[config.mk]
export PLATFORM = sky130hd
export DESIGN_NAME = txa_arbitrator
export DESIGN_NICKNAME = d
export VERILOG_FILES = /design/src/pkg/txa_pkg.sv /design/src/verilog/txa_prio_decoder.sv /design/src/verilog/txa_arbitrator.sv
export SDC_FILE = /design/constraint.sdc
export NUM_CORES = 1
export LEC_CHECK = 0
export ABC_CLOCK_PERIOD_IN_PS = 33300
export BUFFER_PORTS_ARGS = -buffer_cell sky130_fd_sc_hd__buf_2
export CORE_AREA = 2 2 167 169
export DETAILED_ROUTE_END_ITERATION = 10
export DIE_AREA = 0 0 169 171
export PLACE_DENSITY = 0.7
export SLEW_MARGIN = 20
export SYNTH_ARGS = -nofsm -noshare
export SYNTH_HDL_FRONTEND = slang
export SYNTH_SLANG_ARGS = --single-unit
[constraint.sdc]
create_clock -name clock -period 33.3 [get_ports clock]
set_clock_uncertainty 0.05 [all_clocks]
set_input_delay 6.66 -clock clock [delete_from_list [all_inputs] [get_ports clock]]
set_output_delay 6.66 -clock clock [all_outputs]
set_load 0.01 [all_outputs]
[src/pkg/txa_pkg.sv]
package txa_pkg;

    // --------------------------------------------------------------
    // Sizing
    // --------------------------------------------------------------
    localparam int BUF_COUNT = 8;
    localparam int IDX_W = 3;
    localparam int PRIO_W = 3;
    localparam int ADDR_W = 5;
    localparam int WORD_W = 32;
    localparam int RETR_W = 4;

    // --------------------------------------------------------------
    // Word offsets inside one transmit buffer
    // --------------------------------------------------------------
    localparam logic [ADDR_W-1:0] ADR_FORMAT = 5'h00;
    localparam logic [ADDR_W-1:0] ADR_IDENT = 5'h01;
    localparam logic [ADDR_W-1:0] ADR_TS_LOW = 5'h02;
    localparam logic [ADDR_W-1:0] ADR_TS_HIGH = 5'h03;

    // Reset values
    localparam logic [IDX_W-1:0] IDX_RESET = 3'h0;
    localparam logic [RETR_W-1:0] RETR_RESET = 4'h0;
    localparam logic [WORD_W-1:0] WORD_RESET = 32'h00000000;

    // Per-buffer state codes
    typedef enum logic [3:0] {
        BUF_EMPTY = 4'h1,
        BUF_READY = 4'h2,
        BUF_TX_PROG = 4'h4,
        BUF_DONE = 4'h8
    } txa_buf_state_t;

    // Arbitrator state codes
    typedef enum logic [4:0] {
        ARB_IDLE = 5'h01,
        ARB_FORMAT = 5'h02,
        ARB_IDENT = 5'h04,
        ARB_STAMP = 5'h08,
        ARB_LOCKED = 5'h10
    } txa_arb_state_t;

    // Commands from the protocol engine
    typedef struct packed {
        logic lock;
        logic unlock_retry;
        logic unlock_done;
    } txa_cmd_t;

    // Captured frame header seen by the protocol engine
    typedef struct packed {
        logic [WORD_W-1:0] format;
        logic [WORD_W-1:0] ident;
    } txa_meta_t;

endpackage

[src/verilog/txa_prio_decoder.sv]
`timescale 1ns/100ps
module txa_prio_decoder #(
    parameter int COUNT = txa_pkg::BUF_COUNT
) (
    input wire logic [COUNT-1:0] avail,
    input wire logic [COUNT*txa_pkg::PRIO_W-1:0] prio,
    output logic found,
    output logic [txa_pkg::IDX_W-1:0] index
);

    // ------------------------------------------------------------
    // Selection
    // ------------------------------------------------------------
    // Strict greater-than keeps the lower index on a tie
    always_comb
    begin
        logic [txa_pkg::PRIO_W-1:0] best;
        best = '0;
        found = 1'b0;
        index = txa_pkg::IDX_RESET;
        for (int i = 0; i < COUNT; i++)
        begin
            if (avail[i] && (!found ||
                prio[i*txa_pkg::PRIO_W +: txa_pkg::PRIO_W] > best))
            begin
                found = 1'b1;
                best = prio[i*txa_pkg::PRIO_W +: txa_pkg::PRIO_W];
                index = i[txa_pkg::IDX_W-1:0];
            end
        end
    end

endmodule // txa_prio_decoder

[src/verilog/txa_arbitrator.sv]
`timescale 1ns/100ps
// Contract
// - Set-ready on empty buffer makes it available
// - Validated signals pending; lock marks buffer used
// - Retry unlock returns buffer ready, counter increments
// - Highest priority available buffer is selected
// - Lock on different buffer clears retry counter
// - Re-evaluate selection when priorities or states change
// - Lock wins over coincident selection change
// - Lock during validation skips capture load
// - Validation drives format, identifier, timestamp addresses
// - Locked: hold index, pass engine address, mux
// - Each data word carries four data bytes
// - Header comes from capture registers, not RAM
// - Ties pick lower index; none means idle
module txa_arbitrator #(
    parameter int COUNT = txa_pkg::BUF_COUNT
) (
    input wire logic clock,
    input wire logic rst,
    input wire logic [COUNT-1:0] set_ready,
    input wire logic [COUNT-1:0] set_abort,
    input wire logic [COUNT*txa_pkg::PRIO_W-1:0] prio,
    input wire txa_pkg::txa_cmd_t cmd,
    input wire logic [txa_pkg::ADDR_W-1:0] engine_addr,
    input wire logic [COUNT*txa_pkg::WORD_W-1:0] ram_rdata,
    output logic [txa_pkg::ADDR_W-1:0] ram_addr,
    output logic [txa_pkg::IDX_W-1:0] ram_index,
    output logic [txa_pkg::WORD_W-1:0] data_word,
    output logic frame_valid,
    output txa_pkg::txa_meta_t meta,
    output logic [txa_pkg::IDX_W-1:0] used_index,
    output logic [COUNT-1:0] buf_ready,
    output logic [COUNT-1:0] buf_in_tx,
    output logic [txa_pkg::RETR_W-1:0] retr_count
);

    // ------------------------------------------------------------
    // Declarations
    // ------------------------------------------------------------
    txa_pkg::txa_arb_state_t arb_q;
    txa_pkg::txa_buf_state_t buf_q [COUNT];
    logic [COUNT-1:0] avail;
    logic sel_found;
    logic [txa_pkg::IDX_W-1:0] sel_index;
    logic [txa_pkg::IDX_W-1:0] val_index_q;
    logic [txa_pkg::IDX_W-1:0] used_q;
    logic [txa_pkg::IDX_W-1:0] last_q;
    logic validated_q;
    logic [txa_pkg::WORD_W-1:0] fmt_shadow_q;
    txa_pkg::txa_meta_t meta_q;
    logic [txa_pkg::RETR_W-1:0] retr_q;
    logic [txa_pkg::WORD_W-1:0] word_q;
    logic [txa_pkg::WORD_W-1:0] rd_mux;
    logic stamp_hi_q;
    logic sel_changed;
    logic lock_now;
    logic unlock_now;

    assign lock_now = cmd.lock && arb_q != txa_pkg::ARB_IDLE;
    assign unlock_now = (cmd.unlock_retry || cmd.unlock_done) &&
        arb_q == txa_pkg::ARB_LOCKED;
    // Restart validation whenever the winner moves away
    assign sel_changed = !sel_found || sel_index != val_index_q;

    // ------------------------------------------------------------
    // Per-buffer state machines
    // ------------------------------------------------------------
    generate
        for (genvar g = 0; g < COUNT; g++)
        begin : gen_buf
            always_ff @(posedge clock)
            begin
                if (rst)
                    buf_q[g] <= txa_pkg::BUF_EMPTY;
                else if (set_abort[g] && buf_q[g] != txa_pkg::BUF_TX_PROG)
                    buf_q[g] <= txa_pkg::BUF_EMPTY;
                else
                begin
                    unique case (buf_q[g])
                        txa_pkg::BUF_EMPTY, txa_pkg::BUF_DONE:
                            if (set_ready[g])
                                buf_q[g] <= txa_pkg::BUF_READY;
                        txa_pkg::BUF_READY:
                            if (lock_now && val_index_q == g)
                                buf_q[g] <= txa_pkg::BUF_TX_PROG;
                        txa_pkg::BUF_TX_PROG:
                            if (unlock_now && used_q == g)
                                buf_q[g] <= cmd.unlock_retry ?
                                    txa_pkg::BUF_READY :
                                    txa_pkg::BUF_DONE;
                        default:
                            buf_q[g] <= txa_pkg::BUF_EMPTY;
                    endcase
                end
            end
            // Abort cuts availability in the same cycle
            assign avail[g] = buf_q[g] == txa_pkg::BUF_READY &&
                !set_abort[g];
            assign buf_ready[g] = buf_q[g] == txa_pkg::BUF_READY;
            assign buf_in_tx[g] = buf_q[g] == txa_pkg::BUF_TX_PROG;
        end
    endgenerate

    txa_prio_decoder #(
        .COUNT(COUNT)
    ) u_dec (
        .avail(avail),
        .prio(prio),
        .found(sel_found),
        .index(sel_index)
    );

    // ------------------------------------------------------------
    // Arbitrator state machine
    // ------------------------------------------------------------
    // Lock is checked first so it beats any selection change
    always_ff @(posedge clock)
    begin
        if (rst)
            arb_q <= txa_pkg::ARB_IDLE;
        else if (lock_now && arb_q != txa_pkg::ARB_LOCKED)
            arb_q <= txa_pkg::ARB_LOCKED;
        else
        begin
            unique case (arb_q)
                txa_pkg::ARB_IDLE:
                    if (sel_found)
                        arb_q <= txa_pkg::ARB_FORMAT;
                txa_pkg::ARB_FORMAT:
                    arb_q <= sel_changed ? txa_pkg::ARB_IDLE :
                        txa_pkg::ARB_IDENT;
                txa_pkg::ARB_IDENT:
                    arb_q <= sel_changed ? txa_pkg::ARB_IDLE :
                        txa_pkg::ARB_STAMP;
                txa_pkg::ARB_STAMP:
                    if (sel_changed)
                        arb_q <= txa_pkg::ARB_IDLE;
                txa_pkg::ARB_LOCKED:
                    if (unlock_now)
                        arb_q <= txa_pkg::ARB_IDLE;
                default:
                    arb_q <= txa_pkg::ARB_IDLE;
            endcase
        end
    end

    // Index under validation is loaded from the decoder in idle only
    always_ff @(posedge clock)
    begin
        if (rst)
            val_index_q <= txa_pkg::IDX_RESET;
        else if (arb_q == txa_pkg::ARB_IDLE && sel_found)
            val_index_q <= sel_index;
    end

    // Validated flag: set once header words are captured
    always_ff @(posedge clock)
    begin
        if (rst)
            validated_q <= 1'b0;
        else if (lock_now || unlock_now)
            validated_q <= lock_now;
        else if (arb_q == txa_pkg::ARB_LOCKED)
            validated_q <= 1'b1;
        else if (sel_changed)
            validated_q <= 1'b0;
        else if (arb_q == txa_pkg::ARB_STAMP)
            validated_q <= 1'b1;
    end

    // Drops at once on abort of the validated buffer
    assign frame_valid = validated_q && (arb_q == txa_pkg::ARB_LOCKED ||
        !sel_changed);

    // ------------------------------------------------------------
    // Header capture, double buffered
    // ------------------------------------------------------------
    // Format goes to a hidden shadow first so that format and
    // identifier change together for the engine
    always_ff @(posedge clock)
    begin
        if (rst)
            fmt_shadow_q <= txa_pkg::WORD_RESET;
        else if (arb_q == txa_pkg::ARB_FORMAT && !sel_changed)
            fmt_shadow_q <= rd_mux;
    end

    always_ff @(posedge clock)
    begin
        if (rst)
            meta_q <= '0;
        else if (arb_q == txa_pkg::ARB_IDENT && !sel_changed && !lock_now)
            meta_q <= {fmt_shadow_q, rd_mux};
    end

    assign meta = meta_q;

    // ------------------------------------------------------------
    // Used buffer and retransmission counter
    // ------------------------------------------------------------
    always_ff @(posedge clock)
    begin
        if (rst)
            used_q <= txa_pkg::IDX_RESET;
        else if (lock_now && arb_q != txa_pkg::ARB_LOCKED)
            used_q <= val_index_q;
    end

    always_ff @(posedge clock)
    begin
        if (rst)
            last_q <= txa_pkg::IDX_RESET;
        else if (lock_now && arb_q != txa_pkg::ARB_LOCKED)
            last_q <= val_index_q;
    end

    always_ff @(posedge clock)
    begin
        if (rst)
            retr_q <= txa_pkg::RETR_RESET;
        else if (lock_now && arb_q != txa_pkg::ARB_LOCKED &&
            val_index_q != last_q)
            retr_q <= txa_pkg::RETR_RESET;
        else if (unlock_now && cmd.unlock_retry)
            retr_q <= retr_q + 4'h1;
    end

    assign retr_count = retr_q;
    assign used_index = used_q;

    // ------------------------------------------------------------
    // RAM addressing and read mux
    // ------------------------------------------------------------
    always_comb
    begin
        unique case (arb_q)
            txa_pkg::ARB_FORMAT: ram_addr = txa_pkg::ADR_FORMAT;
            txa_pkg::ARB_IDENT: ram_addr = txa_pkg::ADR_IDENT;
            txa_pkg::ARB_STAMP: ram_addr = stamp_hi_q ?
                txa_pkg::ADR_TS_HIGH : txa_pkg::ADR_TS_LOW;
            txa_pkg::ARB_LOCKED: ram_addr = engine_addr;
            default: ram_addr = txa_pkg::ADR_TS_HIGH;
        endcase
    end

    assign ram_index = arb_q == txa_pkg::ARB_LOCKED ? used_q : val_index_q;
    assign rd_mux = ram_rdata[ram_index*txa_pkg::WORD_W +: txa_pkg::WORD_W];

    // Timestamp words alternate low, high while the stamp state waits;
    // both stay addressed so a later compare can use either half
    always_ff @(posedge clock)
    begin
        if (rst)
            stamp_hi_q <= 1'b0;
        else if (arb_q == txa_pkg::ARB_STAMP)
            stamp_hi_q <= !stamp_hi_q;
        else
            stamp_hi_q <= 1'b0;
    end

    // One RAM word feeds four data bytes to the shift register;
    // the engine addresses ahead to hide the read latency
    always_ff @(posedge clock)
    begin
        if (rst)
            word_q <= txa_pkg::WORD_RESET;
        else if (arb_q == txa_pkg::ARB_LOCKED)
            word_q <= rd_mux;
    end

    assign data_word = word_q;

    // ------------------------------------------------------------
    // Checks
    // ------------------------------------------------------------
    a_lock_enters: assert property (@(posedge clock) disable iff (rst)
        lock_now |=> arb_q == txa_pkg::ARB_LOCKED)
        else $error("lock did not lock");
    a_retry_incr: assert property (@(posedge clock) disable iff (rst)
        unlock_now && cmd.unlock_retry && !lock_now
        |=> retr_q == $past(retr_q) + 4'h1)
        else $error("retry count not incremented");
    a_retr_clear: assert property (@(posedge clock) disable iff (rst)
        lock_now && arb_q != txa_pkg::ARB_LOCKED && val_index_q != last_q
        |=> retr_q == txa_pkg::RETR_RESET)
        else $error("retry count not cleared");
    a_no_capture: assert property (@(posedge clock) disable iff (rst)
        lock_now |=> meta_q == $past(meta_q))
        else $error("capture loaded under lock");
    a_used_tx: assert property (@(posedge clock) disable iff (rst)
        lock_now && arb_q != txa_pkg::ARB_LOCKED |=> buf_in_tx[used_q])
        else $error("used buffer not in transmission");
    a_locked_addr: assert property (@(posedge clock) disable iff (rst)
        arb_q == txa_pkg::ARB_LOCKED |-> ram_addr == engine_addr &&
        ram_index == used_q)
        else $error("locked address not forwarded");
    a_unlock_idle: assert property (@(posedge clock) disable iff (rst)
        unlock_now && !lock_now |=> arb_q == txa_pkg::ARB_IDLE)
        else $error("unlock did not release");
    a_val_order: assert property (@(posedge clock) disable iff (rst)
        arb_q == txa_pkg::ARB_FORMAT && !sel_changed && !lock_now
        |=> arb_q == txa_pkg::ARB_IDENT && ram_addr == txa_pkg::ADR_IDENT)
        else $error("validation sequence broken");
    a_none_idle: assert property (@(posedge clock) disable iff (rst)
        arb_q == txa_pkg::ARB_IDLE && !sel_found && !lock_now
        |=> arb_q == txa_pkg::ARB_IDLE)
        else $error("validation started with none available");
    a_stamp_high: assert property (@(posedge clock) disable iff (rst)
        arb_q == txa_pkg::ARB_STAMP && !sel_changed && !lock_now &&
        ram_addr == txa_pkg::ADR_TS_LOW
        |=> ram_addr == txa_pkg::ADR_TS_HIGH)
        else $error("high timestamp word not fetched");

endmodule // txa_arbitrator

==> results of run 1 <==
## synthesized netlist by cell type, drive strengths merged (4+ instances only)
| library cell | n | area share [%] |
|---|---|---|
| dfxtp | 145 | 25 |
| nor2b | 11 | 0.60 |
| and2 | 6 | 0.33 |
| inv | 55 | 1.8 |
| nand3 | 178 | 7.8 |
| or4b | 6 | 0.63 |
| o21a | 5 | 0.33 |
| or3 | 9 | 0.49 |
| o21ai | 136 | 6.0 |
| edfxtp | 32 | 8.4 |
| nor3 | 50 | 2.2 |
| buf | 24 | 1.3 |
| nand4 | 69 | 3.8 |
| nor2 | 126 | 4.2 |
| nand3b | 4 | 0.26 |
| a22o | 6 | 0.46 |
| mux2 | 11 | 1.3 |
| a21oi | 85 | 3.8 |
| mux2i | 40 | 3.5 |
| a32oi | 5 | 0.38 |
| nor4 | 10 | 0.60 |
| xnor2 | 6 | 0.46 |
| o32a | 5 | 0.44 |
| nand2b | 76 | 4.2 |
| ha | 22 | 2.4 |
| nand2 | 326 | 11 |
| xor2 | 15 | 1.2 |
| clkbuf | 100 | 3.3 |
| nor4b | 8 | 0.67 |
## cell type report
type | instances | area, um^2 | area share (%)
clock buffers | 19 | 453 | 3.16
flip-flops and latches | 177 | 3860 | 27.0
multi-input cells | 1253 | 6880 | 48.0
repair buffers | 448 | 2290 | 16.0
diodes | 13 | 32.5 | 0.227
inverters | 56 | 214 | 1.49
well taps | 346 | 433 | 3.02
clock inverters | 12 | 149 | 1.04
## where the power goes
| part | internal (mW) | total (mW) | leakage [nW] | switching [mW] |
|---|---|---|---|---|
| Sequential | 0.223 | 0.229 | 1.51 | 0.00602 |
| Combinational | 0.0412 | 0.111 | 5.01 | 0.0701 |
| Clock | 0.117 | 0.207 | 0.299 | 0.0907 |
## worst max-delay path, delay by kind of cell
kind / cells / cell delay, ps
AND/OR/NAND/NOR: 12 / 1530
multiplexers: 4 / 1510
adder cells (fa/ha/maj): 7 / 1900
buffers and inverters: 6 / 1080
AO/OA/AOI/OAI: 25 / 5250
## registers in the layout, summed over array words and instances, names as in the netlist
name,count
meta,64
buf_q,32
data_word,32
fmt_shadow_q,32
arb_q,5
retr_count,4
last_q,3
val_index_q,3
stamp_hi_q,1
validated_q,1
## routing by layer
metal / GRT usage (%) / wire length, um
met2: 45.8 / 20200
met3: 5.99 / 3750
met4: 11.3 / 1350
met5: 0 / 0
met1: 38.3 / 18100
## cell families (layout without fill, tap and decap cells)
kind of cell | after synthesis | in the layout | share of synthesized area (%)
AOI/OAI and AO/OA | 270 | 270 | 13.6
xor gates and xnor gates | 21 | 21 | 1.61
adders and majority gates | 22 | 22 | 2.42
buffers and inverters | 180 | 535 | 6.42
DFF | 177 | 177 | 33.9
muxes | 51 | 51 | 4.76
other | 0 | 13 | 0
and+or+nand+nor | 889 | 889 | 37.2
## per-stage QoR
stage	worst slack, ps	utilization, %	hold slack [ps]
floorplan	10590	-	351
global placement	9140	50.0	360
detailed placement	8740	50.0	371
CTS	8720	52.2	381
global route	7660	52.4	405
finish	8660	52.4	380
## final timing paths
kind,cells past startpoint,start,endpoint
worst max-delay path,54,set_abort[0],frame_valid
worst min-delay path,1,stamp_hi_q,stamp_hi_q
worst max register to register,54,buf_q[0][2],fmt_shadow_q[10]
worst min register to register,1,stamp_hi_q,stamp_hi_q
==> flow_summary_export.csv, run 1 <==
group,metric,value,unit
finish,instances_no_fill,2324,
detailed_routing,drc,0,
finish,fill_cells,2767,
detailed_routing,vias_per_cell,5.59,
floorplan,die_w,169,um
finish,area_delta_synth_final,25.6,%
finish,drive_gt1_share,26.3,%
clock_network,cts.sinks,177,
worst_setup_path,rrSetupSlack,20090,ps
floorplan,rows,61,
detailed_routing,vias,13000,
floorplan,die-height,171,um
clock_network,cts_buffers,17,
placement,dp_cells,2279,
worst_setup_path,crit_arrival,17930,ps
worst_setup_path,critPathKind,"in2out",
logic_synthesis,avgSynthCellArea,7.08,um^2
floorplan,die_area,28900,um^2
logic_synthesis,syn_nets,1938,
power_and_ir_drop,p_total,0.547,mW
timing,drv_slew,0,
timing,hold_viol,0,
floorplan,start_util,41.7,%
worst_setup_path,cp_slowest_cell,"buf_4",
clock_network,cts_resized,0,
global_route,grt_pass1_vias,11900,
placement,dp.final_hpwl,32500,um
worst_setup_path,start_kind,"primary input",
placement,place.gp.congestion,0.943,
worst_setup_path,max_stage_delay,590,ps
detailed_routing,wl_per_cell,18.7,um
detailed_routing,antenna_left,0,
timing,rsz0062_at_grt,"false",
finish,final_common_cell,"buf_2",
logic_synthesis,yosys_warnings,0,
worst_setup_path,path_max_fanout,68,
finish,fin_nets,2281,
timing,setup_viol,0,
logic_synthesis,ys_types,71,
logic_synthesis,ys_seq_area_share,33.9,%
clock_network,cts-root-buf,"clkbuf_16",
timing,setup_tns,0,ps
logic_synthesis,async_reset_ff_share,0,%
clock_network,clock_path_buffers,2,
finish,design_area,14300,um^2
placement,place_area,13700,um^2
logic_synthesis,ys_seq_elements,177,
finish,most-common-layout-cells,"buf_2, nand2_1, nand3_1, dfxtp_1, o21ai_0",
power_and_ir_drop,ir_worst_vdd,0.0332,mV
timing,tightest_slew,1050,ps
clock_network,cts_tree,"done",
placement,place.port_buffers,433,
clock_network,ctsHoldBuffers,0,
global_route,grtUsageTotal,28.8,%
power_and_ir_drop,cellLeakagePower,6.81,nW
detailed_routing,drt-initial-drc-count,1139,
logic_synthesis,synthFlopType,"dfxtp_1",
detailed_routing,first_pass_iters,6,
min_path,min_path_type,"reg2reg",
clock_network,h-tree-depth,4,
floorplan,core-area,27300,um^2
logic_synthesis,synth_edf_count,32,
worst_setup_path,cp.required,26590,ps
global_route,grt_pass1_wl,65300,um
logic_synthesis,synth_area,11400,um^2
outcome,status,"completed",
timing,post-route-min-period,24640,ps
clock_network,insertion_delay,420,ps
detailed_routing,routed_wl,43400,um
global_route,antenna_found_initial,13,
clock_network,cts_setup_buffers,0,
global_route,grt_max_degree,109,
global_route,grt.overflow.total,0,
worst_setup_path,worst_setup_path_end_kind,"primary output",
power_and_ir_drop,p_per_area,38.2,nW/um^2
logic_synthesis,postSynthCellCount,1610,
timing,finalCritPeriodShare,74.0,%
timing,fmax,40.6,MHz
floorplan,io_pins,434,
run,max_cap_viol_count,0,
clock_network,clk_pin_slew_worst_paths,70,ps
timing,relSlewSlack,29.8,%
(Power assumes the default switching activity.)
==> inputs of run 2 (changes only) <==
Settings changed: ABC_CLOCK_PERIOD_IN_PS 33300 to 25400.
Clock period 33.3 ns to 25.4 ns, I/O delays scaled along.
==> flow_summary_export.csv, run 2 (synthesis gave the netlist of run 1 again) <==
group,metric,value,unit
clock_network,clk_pin_slew_worst_paths,60,ps
global_route,grt_pass1_vias,11800,
detailed_routing,wl_met2,20400,um
worst_setup_path,worst_setup_path_end_kind,"primary output",
floorplan,core-area,27300,um^2
global_route,antenna_found_initial,8,
timing,relSlewSlack,24.2,%
global_route,grt_pass1_wl,65200,um
timing,rsz0062_at_grt,"false",
clock_network,insertion_delay,440,ps
placement,place.gp.congestion,0.949,
clock_network,cts.sinks,177,
worst_setup_path,start_kind,"primary input",
clock_network,cts-root-buf,"clkbuf_16",
detailed_routing,wl_met1,18200,um
detailed_routing,routed_wl,43700,um
power_and_ir_drop,ir_worst_vdd,0.0377,mV
clock_network,ctsHoldBuffers,0,
min_path,min_path_type,"reg2reg",
run,max_cap_viol_count,0,
floorplan,io_pins,434,
placement,place_area,13700,um^2
clock_network,cts_buffers,17,
detailed_routing,vias_per_cell,5.65,
placement,place.port_buffers,433,
global_route,grt_max_degree,95,
power_and_ir_drop,p_per_area,49.5,nW/um^2
detailed_routing,antenna_left,0,
floorplan,die-height,171,um
floorplan,start_util,41.7,%
detailed_routing,drt-initial-drc-count,1299,
timing,setup_tns,0,ps
detailed_routing,vias,13100,
outcome,status,"completed",
finish,fill_cells,2745,
clock_network,cts_setup_buffers,0,
worst_setup_path,critPathKind,"in2out",
clock_network,cts_resized,0,
power_and_ir_drop,cellLeakagePower,6.78,nW
finish,design_area,14200,um^2
timing,hold_viol,0,
detailed_routing,drc,0,
worst_setup_path,cp.required,20270,ps
finish,most-common-layout-cells,"buf_2, nand2_1, nand3_1, dfxtp_1, o21ai_0",
clock_network,cts_tree,"done",
placement,dp.final_hpwl,32400,um
finish,largest_reg_flops,64,
power_and_ir_drop,p_total,0.705,mW
finish,fin_nets,2280,
global_route,grt.overflow.total,0,
worst_setup_path,path_max_fanout,68,
timing,drv_slew,0,
worst_setup_path,max_stage_delay,590,ps
finish,final_common_cell,"buf_2",
floorplan,rows,61,
timing,post-route-min-period,21570,ps
finish,drive_gt1_share,26.2,%
detailed_routing,first_pass_iters,6,
detailed_routing,routed.top_layer,"met4",
clock_network,h-tree-depth,4,
detailed_routing,wl_per_cell,18.9,um
timing,finalCritPeriodShare,84.9,%
worst_setup_path,crit_arrival,16440,ps
clock_network,clock_path_buffers,2,
detailed_routing,wl_met3,4000,um
floorplan,die_w,169,um
finish,area_delta_synth_final,25.0,%
global_route,grtUsageTotal,28.7,%
floorplan,die_area,28900,um^2
timing,tightest_slew,1130,ps
timing,fmax,46.4,MHz
worst_setup_path,cp_slowest_cell,"buf_4",
timing,setup_viol,0,
## run 2: cell count changes in the layout (fill, tap and decap cells not counted), sizes merged
cell      before  now
buf          448  447
diode         13    7
clkinvlp       0    3
clkinv         5    4
bufinv         2    1
## run 2: per-stage QoR
step           setup WS (ps)  std cells  hold WS [ps]  utilization [%]
2_1_floorplan           5850       1610           351                -
3_3_place_gp            4340       2279           360             50.0
3_5_place_dp            3900       2279           375             50.0
4_1_cts                 3880       2311           383             52.1
5_1_grt                 2880       2316           401             52.1
6_report                3830       2318           377             52.1
## run 2: metal layers
metal  vias to the layer above  GRT usage [%]
li1                       6269              -
met1                      6139           38.1
met2                       620           46.7
met3                        79           6.27
met4                         0           9.25
met5                         -              0
## run 2: report_power, final
part	switching, mW	total, mW	internal [mW]
sequential	0.00785	0.300	0.292
combinational	0.0924	0.146	0.0532
clock	0.120	0.259	0.139
## run 2: worst paths after layout
check / start / endpoint / slack, ps / cells after the start
hold / removal: stamp_hi_q / stamp_hi_q / 380 / 1
hold reg to reg: stamp_hi_q / stamp_hi_q / 380 / 1
setup reg to reg: buf_q[0][2] / fmt_shadow_q[17] / 12170 / 54
setup / recovery: set_abort[0] / frame_valid / 3830 / 54
## run 2: worst max-delay path: cells and delay by family
kind	cells	cell delay (ps)
AO/OA/AOI/OAI	25	5340
multiplexers	4	1490
buffers and inverters	6	1080
adder cells (fa/ha/maj)	7	1870
AND/OR/NAND/NOR	12	1510
## run 2: cell type report
| type | instances | area [um^2] | area share, % |
|---|---|---|---|
| Inverter | 56 | 214 | 1.50 |
| Tap cell | 346 | 433 | 3.04 |
| Sequential cell | 177 | 3860 | 27.1 |
| Timing Repair Buffer | 447 | 2270 | 16.0 |
| Antenna cell | 7 | 17.5 | 0.123 |
| Clock inverter | 13 | 124 | 0.870 |
| Multi-Input combinational cell | 1253 | 6880 | 48.3 |
| Clock buffer | 19 | 443 | 3.11 |
==> inputs of run 3 (changes only) <==
Settings changed: ABC_AREA set to 1, ABC_CLOCK_PERIOD_IN_PS 25400 to 21300, CORE_AREA 2 2 167 169 to 2 2 168 170, DIE_AREA 0 0 169 171 to 0 0 170 172, PLACE_DENSITY 0.7 to 0.67.
Clock period 25.4 ns to 21.3 ns, I/O delays scaled along.
==> flow_summary_export.csv, run 3 <==
group,metric,value,unit
logic_synthesis,yosys_warnings,0,
worst_setup_path,max_stage_delay,340,ps
worst_setup_path,critPathKind,"in2out",
timing,post-route-min-period,16890,ps
clock_network,h-tree-depth,4,
global_route,grtUsageTotal,27.3,%
clock_network,clock_path_buffers,2,
finish,design_area,13700,um^2
power_and_ir_drop,cellLeakagePower,7.05,nW
timing,tightest_slew,942,ps
detailed_routing,wl_per_cell,17.1,um
finish,most-common-layout-cells,"buf_2, nor2_1, nand2_1, o21ai_0, inv_1",
worst_setup_path,worst_setup_path_end_kind,"primary output",
logic_synthesis,synth.most_common_cell,"nor2_1",
logic_synthesis,syn_nets,2029,
global_route,antenna_found_initial,15,
clock_network,clk_pin_slew_worst_paths,70,ps
logic_synthesis,ys_seq_area_share,35.8,%
finish,fill_cells,2900,
detailed_routing,routed_wl,41500,um
clock_network,cts_buffers,17,
worst_setup_path,cp.required,16990,ps
clock_network,insertion_delay,430,ps
timing,relSlewSlack,37.1,%
floorplan,io_pins,434,
worst_setup_path,path_max_fanout,10,
finish,area_delta_synth_final,26.5,%
worst_setup_path,crit_arrival,12580,ps
global_route,grt.overflow.total,0,
min_path,min_path_type,"reg2reg",
logic_synthesis,synth.area.top_cells,"dfxtp_1, nor2_1, nand2_1",
timing,setup_viol,0,
finish,drive_gt1_share,24.6,%
floorplan,core-area,27500,um^2
floorplan,die_area,29200,um^2
detailed_routing,drt-initial-drc-count,824,
power_and_ir_drop,p_per_area,64.9,nW/um^2
logic_synthesis,yosys.area.top_type,"dfxtp_1",
detailed_routing,vias,12500,
clock_network,cts-root-buf,"clkbuf_16",
floorplan,die_w,170,um
logic_synthesis,synth_area,10800,um^2
worst_setup_path,start_kind,"primary input",
clock_network,cts_setup_buffers,0,
logic_synthesis,yosysTopAreaCellShare,26.9,%
placement,dp.final_hpwl,31300,um
finish,final_common_cell,"buf_2",
clock_network,cts.sinks,177,
global_route,grt_pass1_wl,61700,um
logic_synthesis,ys_types,42,
finish,final_util,49.7,%
placement,place.gp.congestion,0.937,
worst_setup_path,cp_slowest_cell,"ha_1",
clock_network,ctsHoldBuffers,0,
timing,rsz0062_at_grt,"false",
logic_synthesis,yosys-top-cells-count,"nor2_1, nand2_1, o21ai_0",
timing,whs,376,ps
detailed_routing,first_pass_iters,5,
global_route,grt_max_degree,100,
clock_network,cts_resized,0,
detailed_routing,drc,0,
placement,dp_cells,2394,
logic_synthesis,ys_seq_elements,177,
finish,instances_no_fill,2435,
finish,fin_nets,2395,
logic_synthesis,synth_edf_count,32,
power_and_ir_drop,ir_worst_vdd,0.0571,mV
run,max_cap_viol_count,0,
clock_network,cts_tree,"done",
timing,drv_slew,0,
outcome,status,"completed",
logic_synthesis,async_reset_ff_share,0,%
finish,largest_reg_flops,64,
logic_synthesis,synthFlopType,"dfxtp_1",
worst_setup_path,crit_path_frequent_cell,"nand2_1",
logic_synthesis,postSynthCellCount,1701,
logic_synthesis,avgSynthCellArea,6.35,um^2
timing,finalCritPeriodShare,79.3,%
floorplan,die-height,172,um
global_route,grt_pass1_vias,11300,
timing,hold_viol,0,
placement,place.port_buffers,433,
detailed_routing,vias_per_cell,5.14,
timing,fmax,59.2,MHz
floorplan,start_util,39.3,%
detailed_routing,antenna_left,0,
timing,setup_tns,0,ps
floorplan,rows,61,
placement,place_area,13100,um^2
run 3: changes by cell type after synthesis, sizes merged, moves of 12 or more:
cell and change:
clkbuf -39, o22ai +63, nand4 -48, nor3 -27, o21ai +93, inv +143, nand3 -119, a21oi -30
mux2i -40, nand2b -76, xor2 -12, nor2 +261
run 3: worst max-delay path, delay by kind of cell:
| kind | cells | cell delay, ps |
|---|---|---|
| AO/OA/AOI/OAI | 17 | 2280 |
| adder cells (fa/ha/maj) | 7 | 2230 |
| buffers and inverters | 4 | 530 |
| AND/OR/NAND/NOR | 36 | 3270 |
run 3: per-layer routing:
| layer | track usage [%] | part of all wire (%) |
|---|---|---|
| met2 | 45.2 | 47 |
| met5 | 0 | 0.19 |
| met3 | 6.66 | 7.5 |
| met1 | 33.7 | 41 |
| met4 | 12.2 | 3.7 |
run 3: where the power goes:
part | switching, mW | internal (mW) | leakage [nW] | total, mW
Clock | 0.149 | 0.156 | 0.274 | 0.305
Combinational | 0.149 | 0.0756 | 5.26 | 0.224
Sequential | 0.00784 | 0.350 | 1.51 | 0.358
run 3: cells by family after synthesis:
kind of cell	after synthesis	share of synthesized area (%)
AND/OR/NAND/NOR	842	32.4
AO/OA/AOI/OAI	357	17.6
buffers and inverters	297	11.1
flip-flops	177	35.8
adder cells (fa/ha/maj)	22	2.55
XOR/XNOR	5	0.406
multiplexers	1	0.104
run 3: final cells by class:
cell class	instances	area, um^2	share of cell area (%)
diodes	9	22.5	0.165
clock buffers	18	429	3.14
flip-flops and latches	177	3860	28.3
inverters	201	757	5.54
multi-input cells	1227	5770	42.3
well taps	346	433	3.17
repair buffers	443	2240	16.4
clock inverters	14	143	1.04
run 3: final timing paths:
| path | from | to | slack (ps) | depth (start not counted) |
|---|---|---|---|---|
| worst max-delay path | set_abort[0] | frame_valid | 4410 | 64 |
| worst min-delay path | stamp_hi_q | stamp_hi_q | 380 | 1 |
| worst max register to register | buf_q[0][0] | meta[36] | 11320 | 65 |
| worst min register to register | stamp_hi_q | stamp_hi_q | 380 | 1 |
run 3: metrics by stage:
step / setup slack [ps] / power [mW]
floorplan: 5840 / 0.501
global placement: 4870 / 0.585
detailed placement: 4450 / 0.588
CTS: 4430 / 0.891
global route: 3390 / 0.930
finish: 4410 / 0.887
